[config.mk]
export PLATFORM = sky130hd
export DESIGN_NAME = fdcr_reset_status
export DESIGN_NICKNAME = d
export VERILOG_FILES = /design/src/hw/fdcr_pkg.sv /design/src/hw/fdcr_reset_status.sv
export VERILOG_INCLUDE_DIRS = /design/src /design/src/hw
export SDC_FILE = /design/constraint.sdc
export NUM_CORES = 1
export LEC_CHECK = 0
export BUFFER_PORTS_ARGS = -buffer_cell sky130_fd_sc_hd__buf_2
export CAP_MARGIN = 20
export CORE_MARGIN = 4
export CORE_UTILIZATION = 30
export DETAILED_ROUTE_END_ITERATION = 6
export PLACE_DENSITY_LB_ADDON = 0.25
export SLEW_MARGIN = 20
export SYNTH_ARGS = -nofsm -noshare
export SYNTH_HDL_FRONTEND = slang
export SYNTH_SLANG_ARGS = --single-unit
[constraint.sdc]
create_clock -name core_clk_i -period 2.1 [get_ports core_clk_i]
set_clock_uncertainty 0.05 [all_clocks]
set_input_delay 0.315 -clock core_clk_i [delete_from_list [all_inputs] [get_ports core_clk_i]]
set_output_delay 0.315 -clock core_clk_i [all_outputs]
set_load 0.03 [all_outputs]
[src/hw/fdcr_map.svh]
/*
  register offsets, field positions, reset values and timing counts of the
  floppy reset and input status block.
  assumes a 32-bit apb bus with byte addresses on the low 8 bits.
*/
`ifndef FDCR_MAP_SVH
`define FDCR_MAP_SVH

// ----------------------------------------------------------------------
// register offsets
// ----------------------------------------------------------------------
`define FDCR_OFS_DRIVE_CTRL 8'h00
`define FDCR_OFS_RATE_SEL 8'h04
`define FDCR_OFS_DISK_IN 8'h08
`define FDCR_OFS_TIMING 8'h0c
`define FDCR_OFS_OPTIONS 8'h10
`define FDCR_OFS_DRIVE_SPEC 8'h14
`define FDCR_OFS_CORE_STAT 8'h18

// ----------------------------------------------------------------------
// field positions
// ----------------------------------------------------------------------
`define FDCR_CTRL_RESET_BIT 2
`define FDCR_RATE_LO 0
`define FDCR_SHIFT_LO 2
`define FDCR_OSC_PD_BIT 5
`define FDCR_PD_BIT 6
`define FDCR_RATE_RESET_BIT 7
`define FDCR_DISK_CHG_BIT 7
`define FDCR_TIM_DMA_BIT 0
`define FDCR_OPT_LOCK_BIT 0
`define FDCR_OPT_NOPOLL_BIT 1
`define FDCR_OPT_THR_LO 4

// ----------------------------------------------------------------------
// reset values
// ----------------------------------------------------------------------
`define FDCR_RATE_DEFAULT 2'b10
`define FDCR_SHIFT_DEFAULT 3'h0
`define FDCR_THR_DEFAULT 4'h0

// ----------------------------------------------------------------------
// timing
// ----------------------------------------------------------------------
`define FDCR_CLK_NS 20
`define FDCR_RST_HOLD_NS 500
`define FDCR_RST_HOLD_CYC ((`FDCR_RST_HOLD_NS + `FDCR_CLK_NS - 1) / `FDCR_CLK_NS)

`endif

[src/hw/fdcr_pkg.sv]
/*
  types of the floppy reset and input status block.
  assumes fdcr_map.svh for all numeric constants.
*/
package fdcr_pkg;
  typedef logic [7:0] fdcr_addr_t;
  typedef logic [31:0] fdcr_word_t;
  typedef logic [4:0] fdcr_cnt_t;
  typedef enum logic [1:0] {SRC_NONE, SRC_PIN, SRC_CTRL, SRC_RATE} fdcr_src_e;
  typedef enum logic {PH_RUN, PH_RESET} fdcr_phase_e;
endpackage

[src/hw/fdcr_reset_status.sv]
/*
  reset control, disk input status, dma gating, density polarity and
  read-data deserialiser of a floppy disk controller, with an apb slave.
  assumes srst_i is the reset pin, already on core_clk_i; drive cable
  inputs are asynchronous and are synchronised here.
*/
// The register offsets and register access over APB were decided locally.
`include "fdcr_map.svh"
`timescale 1ns/100ps
`default_nettype none

module fdcr_reset_status
(
  input wire logic core_clk_i,
  input wire logic srst_i,
  input wire logic ce_i,
  input wire logic psel_i,
  input wire logic penable_i,
  input wire logic pwrite_i,
  input wire fdcr_pkg::fdcr_addr_t paddr_i,
  input wire fdcr_pkg::fdcr_word_t pwdata_i,
  output logic pready_o,
  output logic pslverr_o,
  output fdcr_pkg::fdcr_word_t prdata_o,
  output logic [7:0] disk_in_oe_o,
  input wire logic disk_changed_n_i,
  input wire logic auto_pd_i,
  input wire logic xfer_req_i,
  input wire logic dack_n_i,
  input wire logic [1:0] density_i,
  input wire logic rd_data_i,
  input wire logic data_window_i,
  output logic core_reset_o,
  output logic fifo_reset_o,
  output logic powerdown_o,
  output logic poll_start_o,
  output logic drq_o,
  output logic fifo_access_o,
  output logic density_select_0_o,
  output logic density_select_1_o,
  output logic [1:0] rate_field_o,
  output logic [2:0] write_shift_field_o,
  output logic osc_powerdown_o,
  output logic fifo_lock_o,
  output logic [3:0] fifo_thr_o,
  output logic [7:0] clk_byte_o,
  output logic [7:0] data_byte_o,
  output logic byte_valid_o
);
  import fdcr_pkg::*;

  localparam fdcr_cnt_t HOLD_CYC = fdcr_cnt_t'(`FDCR_RST_HOLD_CYC);

  // ----------------------------------------------------------------------
  // pin synchronisers
  // ----------------------------------------------------------------------
  logic [2:0] chg_s_r;
  logic [2:0] dack_s_r;
  logic [2:0] rd_s_r;
  logic [2:0] win_s_r;
  logic chg_n_r;
  logic dack_n_r;
  logic rd_r;
  logic win_r;

  function automatic logic agree(input logic [2:0] s, input logic old);
    agree = (s[1] == s[2]) ? s[2] : old;
  endfunction

  always_ff @(posedge core_clk_i)
  begin
    if (srst_i)
    begin
      chg_s_r <= 3'h7;
      dack_s_r <= 3'h7;
      rd_s_r <= 3'h0;
      win_s_r <= 3'h0;
      chg_n_r <= 1'b1;
      dack_n_r <= 1'b1;
      rd_r <= 1'b0;
      win_r <= 1'b0;
    end
    else if (ce_i)
    begin
      chg_s_r <= {chg_s_r[1:0], disk_changed_n_i};
      dack_s_r <= {dack_s_r[1:0], dack_n_i};
      rd_s_r <= {rd_s_r[1:0], rd_data_i};
      win_s_r <= {win_s_r[1:0], data_window_i};
      chg_n_r <= agree(chg_s_r, chg_n_r);
      dack_n_r <= agree(dack_s_r, dack_n_r);
      rd_r <= agree(rd_s_r, rd_r);
      win_r <= agree(win_s_r, win_r);
    end
  end

  // ----------------------------------------------------------------------
  // apb decode
  // ----------------------------------------------------------------------
  logic wr_en;
  logic rd_setup;
  logic mapped;

  always_comb
  begin
    unique case (paddr_i)
      `FDCR_OFS_DRIVE_CTRL, `FDCR_OFS_RATE_SEL, `FDCR_OFS_DISK_IN,
      `FDCR_OFS_TIMING, `FDCR_OFS_OPTIONS, `FDCR_OFS_DRIVE_SPEC,
      `FDCR_OFS_CORE_STAT: mapped = 1'b1;
      default: mapped = 1'b0;
    endcase
  end

  assign wr_en = ce_i & psel_i & penable_i & pwrite_i;
  assign rd_setup = ce_i & psel_i & ~penable_i & ~pwrite_i;
  assign pready_o = 1'b1;
  assign pslverr_o = psel_i & penable_i & ~mapped;

  function automatic logic hit(input fdcr_addr_t a, input fdcr_addr_t ofs);
    hit = (a == ofs);
  endfunction

  // ----------------------------------------------------------------------
  // reset sources
  // ----------------------------------------------------------------------
  logic ctrl_reset_r;
  logic rate_reset_r;
  fdcr_cnt_t hold_cnt_r;
  fdcr_src_e src_r;
  fdcr_phase_e phase_r;
  logic soft_any;
  logic hold_done;

  assign soft_any = ctrl_reset_r | rate_reset_r;
  assign hold_done = (hold_cnt_r == HOLD_CYC);

  always_ff @(posedge core_clk_i)
  begin
    if (srst_i)
      ctrl_reset_r <= 1'b1;
    else if (wr_en && hit(paddr_i, `FDCR_OFS_DRIVE_CTRL))
      ctrl_reset_r <= pwdata_i[`FDCR_CTRL_RESET_BIT];
  end

  // a fresh write wins over the self-clear in the same cycle
  always_ff @(posedge core_clk_i)
  begin
    if (srst_i)
      rate_reset_r <= 1'b0;
    else if (wr_en && hit(paddr_i, `FDCR_OFS_RATE_SEL) && pwdata_i[`FDCR_RATE_RESET_BIT])
      rate_reset_r <= 1'b1;
    else if (ce_i && hold_done && !ctrl_reset_r)
      rate_reset_r <= 1'b0;
  end

  // minimum hold so a rate soft reset spans a full reset of the core; the control reset clears when written
  always_ff @(posedge core_clk_i)
  begin
    if (srst_i)
      hold_cnt_r <= '0;
    else if (ce_i)
    begin
      if (!soft_any)
        hold_cnt_r <= '0;
      else if (!hold_done)
        hold_cnt_r <= hold_cnt_r + 5'h01;
    end
  end

  always_ff @(posedge core_clk_i)
  begin
    if (srst_i)
      src_r <= SRC_PIN;
    else if (ce_i)
    begin
      if (ctrl_reset_r)
        src_r <= SRC_CTRL;
      else if (rate_reset_r)
        src_r <= SRC_RATE;
      else
        src_r <= SRC_NONE;
    end
  end

  always_ff @(posedge core_clk_i)
  begin
    if (srst_i)
      phase_r <= PH_RESET;
    else if (ce_i)
    begin
      unique case (phase_r)
        PH_RUN: if (soft_any) phase_r <= PH_RESET;
        PH_RESET: if (!soft_any) phase_r <= PH_RUN;
      endcase
    end
  end

  // ----------------------------------------------------------------------
  // reset effects
  // ----------------------------------------------------------------------
  logic [1:0] rate_r;
  logic [2:0] shift_r;
  logic osc_pd_r;
  logic pd_r;
  logic lock_r;
  logic nopoll_r;
  logic [3:0] thr_r;
  logic fifo_rst_r;
  logic poll_r;
  logic dma_mode_r = 1'b0;
  logic [1:0] den_pol_r;
  logic in_reset;

  assign in_reset = srst_i | (ce_i & soft_any);
  assign core_reset_o = (phase_r == PH_RESET) | soft_any;

  always_ff @(posedge core_clk_i)
  begin
    if (srst_i)
    begin
      rate_r <= `FDCR_RATE_DEFAULT;
      shift_r <= `FDCR_SHIFT_DEFAULT;
      osc_pd_r <= 1'b0;
    end
    else if (wr_en && hit(paddr_i, `FDCR_OFS_RATE_SEL))
    begin
      rate_r <= pwdata_i[`FDCR_RATE_LO +: 2];
      shift_r <= pwdata_i[`FDCR_SHIFT_LO +: 3];
      osc_pd_r <= pwdata_i[`FDCR_OSC_PD_BIT];
    end
  end

  always_ff @(posedge core_clk_i)
  begin
    if (in_reset)
      pd_r <= 1'b0;
    else if (wr_en && hit(paddr_i, `FDCR_OFS_RATE_SEL))
      pd_r <= pwdata_i[`FDCR_PD_BIT];
  end

  // fifo setup survives a soft reset only while locked
  always_ff @(posedge core_clk_i)
  begin
    if (srst_i || (ce_i && soft_any && !lock_r))
    begin
      thr_r <= `FDCR_THR_DEFAULT;
      nopoll_r <= 1'b0;
    end
    else if (wr_en && hit(paddr_i, `FDCR_OFS_OPTIONS))
    begin
      thr_r <= pwdata_i[`FDCR_OPT_THR_LO +: 4];
      nopoll_r <= pwdata_i[`FDCR_OPT_NOPOLL_BIT];
    end
  end

  always_ff @(posedge core_clk_i)
  begin
    if (srst_i)
      lock_r <= 1'b0;
    else if (wr_en && hit(paddr_i, `FDCR_OFS_OPTIONS))
      lock_r <= pwdata_i[`FDCR_OPT_LOCK_BIT];
  end

  always_ff @(posedge core_clk_i)
  begin
    if (srst_i)
      fifo_rst_r <= 1'b1;
    else if (ce_i)
      fifo_rst_r <= soft_any & ~lock_r;
  end

  always_ff @(posedge core_clk_i)
  begin
    if (srst_i)
      poll_r <= 1'b0;
    else if (ce_i)
      poll_r <= (phase_r == PH_RESET) & ~soft_any & ~nopoll_r;
  end

  // timing setup survives the reset pin
  always_ff @(posedge core_clk_i)
  begin
    if (wr_en && hit(paddr_i, `FDCR_OFS_TIMING))
      dma_mode_r <= pwdata_i[`FDCR_TIM_DMA_BIT];
  end

  always_ff @(posedge core_clk_i)
  begin
    if (srst_i)
      den_pol_r <= 2'b00;
    else if (wr_en && hit(paddr_i, `FDCR_OFS_DRIVE_SPEC))
      den_pol_r <= pwdata_i[1:0];
  end

  assign fifo_reset_o = fifo_rst_r;
  assign poll_start_o = poll_r;
  assign powerdown_o = pd_r;
  assign rate_field_o = rate_r;
  assign write_shift_field_o = shift_r;
  assign osc_powerdown_o = osc_pd_r;
  assign fifo_lock_o = lock_r;
  assign fifo_thr_o = thr_r;

  // ----------------------------------------------------------------------
  // dma and density outputs
  // ----------------------------------------------------------------------
  always_ff @(posedge core_clk_i)
  begin
    if (srst_i)
    begin
      drq_o <= 1'b0;
      fifo_access_o <= 1'b0;
      density_select_0_o <= 1'b0;
      density_select_1_o <= 1'b0;
    end
    else if (ce_i)
    begin
      drq_o <= dma_mode_r & xfer_req_i & ~core_reset_o;
      fifo_access_o <= ~dack_n_r;
      density_select_0_o <= density_i[0] ^ den_pol_r[0];
      density_select_1_o <= density_i[1] ^ den_pol_r[1];
    end
  end

  // ----------------------------------------------------------------------
  // read data deserialiser
  // ----------------------------------------------------------------------
  logic win_d_r;
  logic pulse_r;
  logic [7:0] clk_sh_r;
  logic [7:0] dat_sh_r;
  logic [2:0] cell_r;

  always_ff @(posedge core_clk_i)
  begin
    if (in_reset)
    begin
      win_d_r <= 1'b0;
      pulse_r <= 1'b0;
      clk_sh_r <= 8'h00;
      dat_sh_r <= 8'h00;
      cell_r <= 3'h0;
      clk_byte_o <= 8'h00;
      data_byte_o <= 8'h00;
      byte_valid_o <= 1'b0;
    end
    else if (ce_i)
    begin
      win_d_r <= win_r;
      byte_valid_o <= 1'b0;
      if (win_r != win_d_r)
      begin
        pulse_r <= rd_r;
        if (win_d_r)
          dat_sh_r <= {dat_sh_r[6:0], pulse_r};
        else
          clk_sh_r <= {clk_sh_r[6:0], pulse_r};
        if (win_d_r)
        begin
          cell_r <= cell_r + 3'h1;
          if (cell_r == 3'h7)
          begin
            clk_byte_o <= clk_sh_r;
            data_byte_o <= {dat_sh_r[6:0], pulse_r};
            byte_valid_o <= 1'b1;
          end
        end
      end
      else
        pulse_r <= pulse_r | rd_r;
    end
  end

  // ----------------------------------------------------------------------
  // register read
  // ----------------------------------------------------------------------
  logic disk_bit;
  logic dir_rd;

  assign disk_bit = auto_pd_i ? 1'b0 : ~chg_n_r;
  assign dir_rd = psel_i & ~pwrite_i & hit(paddr_i, `FDCR_OFS_DISK_IN);
  assign disk_in_oe_o = dir_rd ? 8'h80 : 8'h00;

  always_ff @(posedge core_clk_i)
  begin
    if (srst_i)
      prdata_o <= '0;
    else if (rd_setup)
    begin
      prdata_o <= '0;
      unique case (paddr_i)
        `FDCR_OFS_DRIVE_CTRL: prdata_o[`FDCR_CTRL_RESET_BIT] <= ctrl_reset_r;
        `FDCR_OFS_RATE_SEL: prdata_o[7:0] <= {rate_reset_r, pd_r, osc_pd_r, shift_r, rate_r};
        `FDCR_OFS_DISK_IN: prdata_o[`FDCR_DISK_CHG_BIT] <= disk_bit;
        `FDCR_OFS_TIMING: prdata_o[`FDCR_TIM_DMA_BIT] <= dma_mode_r;
        `FDCR_OFS_OPTIONS: prdata_o[7:0] <= {thr_r, 2'b00, nopoll_r, lock_r};
        `FDCR_OFS_DRIVE_SPEC: prdata_o[1:0] <= den_pol_r;
        `FDCR_OFS_CORE_STAT: prdata_o[4:0] <= {src_r, pd_r, core_reset_o, poll_r};
        default: prdata_o <= '0;
      endcase
    end
  end

  // enabled cycles a rate reset has stood with the control reset clear
  logic [5:0] rate_age_r;

  always_ff @(posedge core_clk_i)
  begin
    if (srst_i || !rate_reset_r || ctrl_reset_r)
      rate_age_r <= 6'h00;
    else if (ce_i)
      rate_age_r <= rate_age_r + 6'h01;
  end
endmodule

`default_nettype wire
# [Yosys cells after proc, flatten, opt, wreduce, memory -nomap -nowiden]
# Index checks and enable logic that the tools add are counted.
# Widths: inputs -> output; s select.
[word_totals] reg_bits=93 out_inout_bits=78 wordCells=128 input_bits=54
[op_classes] n_eq_ne=14 reduce_logical=24 n_addsub=2 bitwise_logic=31 mux=20
[op_table] op="$eq 8x5->1 const B" n=3
[op_table] op="$eq 8x4->1 const B" n=2
[op_table] op="$and 1x1->1" n=15
[op_table] op="$logic_and 1x1->1" n=10
[op_table] op="$mux 5" n=2
[op_table] op="$not 1->1" n=10
[op_table] op="$reduce_and 2->1" n=5
[op_table] op="$mux 1" n=9
[op_table] op="$eq 8x3->1 const B" n=1
[op_table] op="$logic_not 8->1" n=1
[op_table] op="$mux 8" n=1
[op_table] op="$reduce_or 7->1" n=1
[op_table] op="$pmux 1 s3" n=2
[op_table] op="$pmux 2 s3" n=1
[op_table] op="$reduce_and 3->1" n=2
[op_table] op="$add 5x1->5 const B" n=1
[op_table] op="$eq 5x5->1 const B" n=1
[op_table] op="$pmux 1 s5" n=1
[op_table] op="$eq 1x1->1" n=4
[op_table] op="$mux 2" n=2
[op_table] op="$or 1x1->1" n=4
[op_table] op="$pmux 1 s4" n=1
[op_table] op="$pmux 2 s2" n=1
[op_table] op="$reduce_and 4->1" n=1
[op_table] op="8 further kinds" n=10

# [Depth between registers and ports, before layout]
[logic_depth] ltp_word=6 mapped_depth=8 depth_no_buf=6

# [Least setup slack after synthesis]
# Ideal clock, no wire load.
[synth_path] kind="input -> register" start="in paddr_i[5]" end="reg den_pol_r[0]" arrival_ps=1584 setup_time_ps=128 slack_ps=339 path_stages=5 required_ps=1922 path_buffers=1 path_cell_list="or3_1 > buf_6 > or4b_1 > mux2i_1 > nor2_1"
[synth_via] elab_chain_cells=2
[synth_rtl] element="from (decl)" line="fdcr_reset_status.sv:20" source="input wire fdcr_pkg::fdcr_addr_t paddr_i,"
[synth_rtl] element="$eq 8x5->1" line="fdcr_reset_status.sv:119" source="hit = (a == ofs);"
[synth_rtl] element="$logic_and 1x1->1" line="fdcr_reset_status.sv:290" source="else if (wr_en && hit(paddr_i, `FDCR_OFS_DRIVE_SPEC))"
[synth_rtl] element="to (signal assigned)" line="fdcr_reset_status.sv:291" source="den_pol_r <= pwdata_i[1:0];"
[synth_rtl] element="to (decl)" line="fdcr_reset_status.sv:210" source="logic [1:0] den_pol_r;"
# Every way passes these cells.
# A chain may end at the register's enable or synchronous reset.

# [Worst setup path after layout]
[layout_path] start="in paddr_i[5]" end="out pslverr_o"
[layout_via] elab_chain_cells=5 elab_cells_between_ends=11 cone_classes="eq/ne (6); mux (1); bitwise (2); reduce/logical (2)"
[layout_rtl] element="$eq 8x3->1, or another cell as far along" line="fdcr_reset_status.sv:105" source="unique case (paddr_i)"
[layout_rtl] element="$reduce_or 7->1 *" line="fdcr_reset_status.sv:105"
[layout_rtl] element="$mux 1 *" line="fdcr_reset_status.sv:105"
[layout_rtl] element="$not 1->1 *" line="fdcr_reset_status.sv:116" source="assign pslverr_o = psel_i & penable_i & ~mapped;"
[layout_rtl] element="$and 1x1->1 *" line="fdcr_reset_status.sv:116"
[layout_rtl] element="to (decl)" line="fdcr_reset_status.sv:23" source="output logic pslverr_o,"
# Every way passes the cells marked *; elsewhere a longest branch is shown, timed or not.

==> flow_metrics.tcl <==
set metrics [dict create \
    fin_cells 717 \
    cp-start-kind "primary input" \
    clock_path_buffers 2 \
    p_leak_uw 0.002131 \
    status "complete, no violations" \
    fp.dieH_microns 124.7 \
    whs_path_depth 2 \
    min_period_over_period_pct 92.31 \
    synth_top_cell_by_area "dfxtp_1" \
    worstHoldEndpoint "chg_s_r[0]" \
    ys_warn_count 0 \
    fin_ws_ps 161.6 \
    cp-end-kind "output pin" \
    cts_sinks 93 \
    hold_ws_ps 134.3 \
    n_antenna_cell 0 \
    relSlewSlack_pct 66.70 \
    avgSynthCellArea_sq_um 8.945 \
    dp_cells 701 \
    globalRoute.totalOverflow 0 \
    port_buffers 75 \
    ctsHoldBuffers 0 \
    dieArea_sq_mm 0.01556 \
    ys_types 49 \
    min_from "disk_changed_n_i" \
    ff2ff_setup_slack_ps 630 \
    h-tree-depth 3 \
    peakVddDrop_uv 393.7 \
    firstDrtPassIters 4 \
    worstMarginPinSlew_ps 498.0 \
    routed_wl_microns 9371 \
    row_count 42 \
    pre_cts_ws_ps 97.61 \
    report.final.hold_viol_count 0 \
    setup.worst_path.class "primary input to output pin" \
    ios 132 \
    syn_to_final_growth_pct 20.45 \
    seq_area_frac_synth_pct 45.79 \
    cts_made_buffers 9 \
    max_freq_mhz 515.9 \
    ys.flop_type "dfxtp_1" \
    rsz0062_at_grt "no" \
    startpoint "paddr_i[5]" \
    grt_first_pass_wirelength_microns 15740 \
    critPathArrivalTime_ps 1570 \
    synth_most_common_cell "dfxtp_1" \
    timing.rr.start "cell_r[0]" \
    synth_top_area_share_pct 45.06 \
    cts.repair.resized 0 \
    regArea_sq_mm 0.001872 \
    cp_data_required_time_ps 1740 \
    grt_max_degree 39 \
    fp.dieW_microns 124.7 \
    cp_max_fo 7 \
    synthCells 457 \
    hp-class "primary input to register" \
    start_util_pct 30.75 \
    ant_nets 0 \
    first_global_vias 3254 \
    setup_violations 0 \
    reg2reg_depth 6 \
    post_drt_wl_per_cell_microns 13.07 \
    yosys-top-cells-area "dfxtp_1 (45%), mux2i_1 (10%), buf_4 (6.2%)" \
    nets 594 \
    synth_common_cells "dfxtp_1 (92), nor2_1 (57), nand2_1 (51)" \
    synth_area_sq_mm 0.004088 \
    num-fill-cells 1395 \
    worstReg2RegEnd "clk_byte_o[2]" \
    vias_per_cell 4.594 \
    maxSlewViolCount 0 \
    insertion_delay_ps 350 \
    power_density_mw_per_mm2 765.0 \
    cts_tree "yes" \
    antenna_found_initial 0 \
    gp_congestion 0.8701 \
    setup_tns_ps 0 \
    vias 3294 \
    grt_util_all_layers_pct 12.33 \
    dp_hpwl_microns 6998 \
    async_reset_ff_share_pct 0 \
    drv_cap 0 \
    cts_setup_buffers 0 \
    clkSlewWorstSetupHoldPaths_ps 60 \
    core-area_sq_mm 0.01330 \
    drt_iter0_markers 117 \
    root_buffer "clkbuf_16" \
    multi_input_area_sq_mm 0.001946 \
    drive_gt1_share_pct 22.00 \
    synth_edf_count 1 \
    drc 0 \
    yosys_register_bits 93 \
    period_needed_ps 1938 \
]
-- flip-flops by register name (all words and copies together) (netlist names), 4 cells and up --
signal / count
prdata_o: 8
data_byte_o: 8
clk_byte_o: 8
hold_cnt_r: 5
dat_sh_r: 7
clk_sh_r: 8
fifo_thr_o: 4
-- through the flow --
stage               area (sq um)  power [uW]  utilization [%]
global placement            4617        2143            34.73
detailed placement          4617        2146            34.73
CTS                         4923        3822            37.03
floorplan                   4200        2097                -
global route                4923        3933            37.03
finish                      4923        3767            37.03
-- how the worst max path moves through the flow --
stage / to / slack (ps) / cells after the start
global route: pslverr_o / 100 / 5
detailed placement: rate_field_o[1] / 100 / 6
finish: pslverr_o / 160 / 5
global placement: rate_field_o[1] / 120 / 6
CTS: pslverr_o / 170 / 5
floorplan: den_pol_r[0] / 340 / 5
-- layout by cell type, fill, tap and decap left out, types with 3 or more instances in the layout --
cell type  netlist  routed
a211o_1          7       7
a211oi_1         5       5
a21o_1           4       4
a21oi_1         34      34
a22oi_1          6       6
and2_1           4       4
and3_1           4       4
buf_2            0      75
buf_4           34      21
clkbuf_16        0       9
conb_1           2      32
dfxtp_1         92      92
ha_1             4       4
inv_1            6       6
mux2i_1         42      42
nand2_1         51      51
nand2b_1         7       7
nand3_1          4       4
nand3b_1         7       7
nor2_1          57      57
nor2b_1          6       6
nor3_1           6       6
o21ai_0         10      10
o21bai_1         3       3
o31ai_1          3       3
or3_1            3       3
xnor2_1          3       3
-- power breakdown --
group	internal (uW)	leakage, uW	switching [uW]
logic	89.4	0.00122	209
clock network	941	0.000152	719
registers	1790	0.000754	16.9
-- worst max-delay path, cell delays in order --
cell	delay (ps)
buf_2	100
or3_1	520
nor3_1	290
a21oi_1	140
buf_2	200
-- logic make-up after synthesis --
family                     after synthesis  share of synthesized area [%]
AOI/OAI and AO/OA                       81                          12.46
muxes                                   44                          10.84
adders and majority gates                4                          1.224
buffers and inverters                   66                          9.366
other                                    2                         0.1837
xor gates and xnor gates                 4                         0.8572
DFF                                     93                          45.79
and+or+nand+nor                        163                          19.28
-- area by class of cell --
class / instances / share of cell area, %
multi-input cells: 328 / 39.52
flip-flops and latches: 93 / 38.02
repair buffers: 97 / 11.23
clock buffers: 9 / 4.574
well taps: 176 / 4.473
clock inverters: 7 / 1.652
inverters: 7 / 0.5337
-- layer usage --
| metal | vias to the layer above | GRT usage, % | wire [microns] |
|---|---|---|---|
| li1 | 1665 | - | - |
| met1 | 1510 | 16.03 | 4400 |
| met2 | 106 | 19.40 | 4183 |
| met3 | 13 | 3.259 | 627 |
| met4 | 0 | 5.029 | 159 |
| met5 | - | 0 | 0 |
Power figures use the tool's default switching activity.
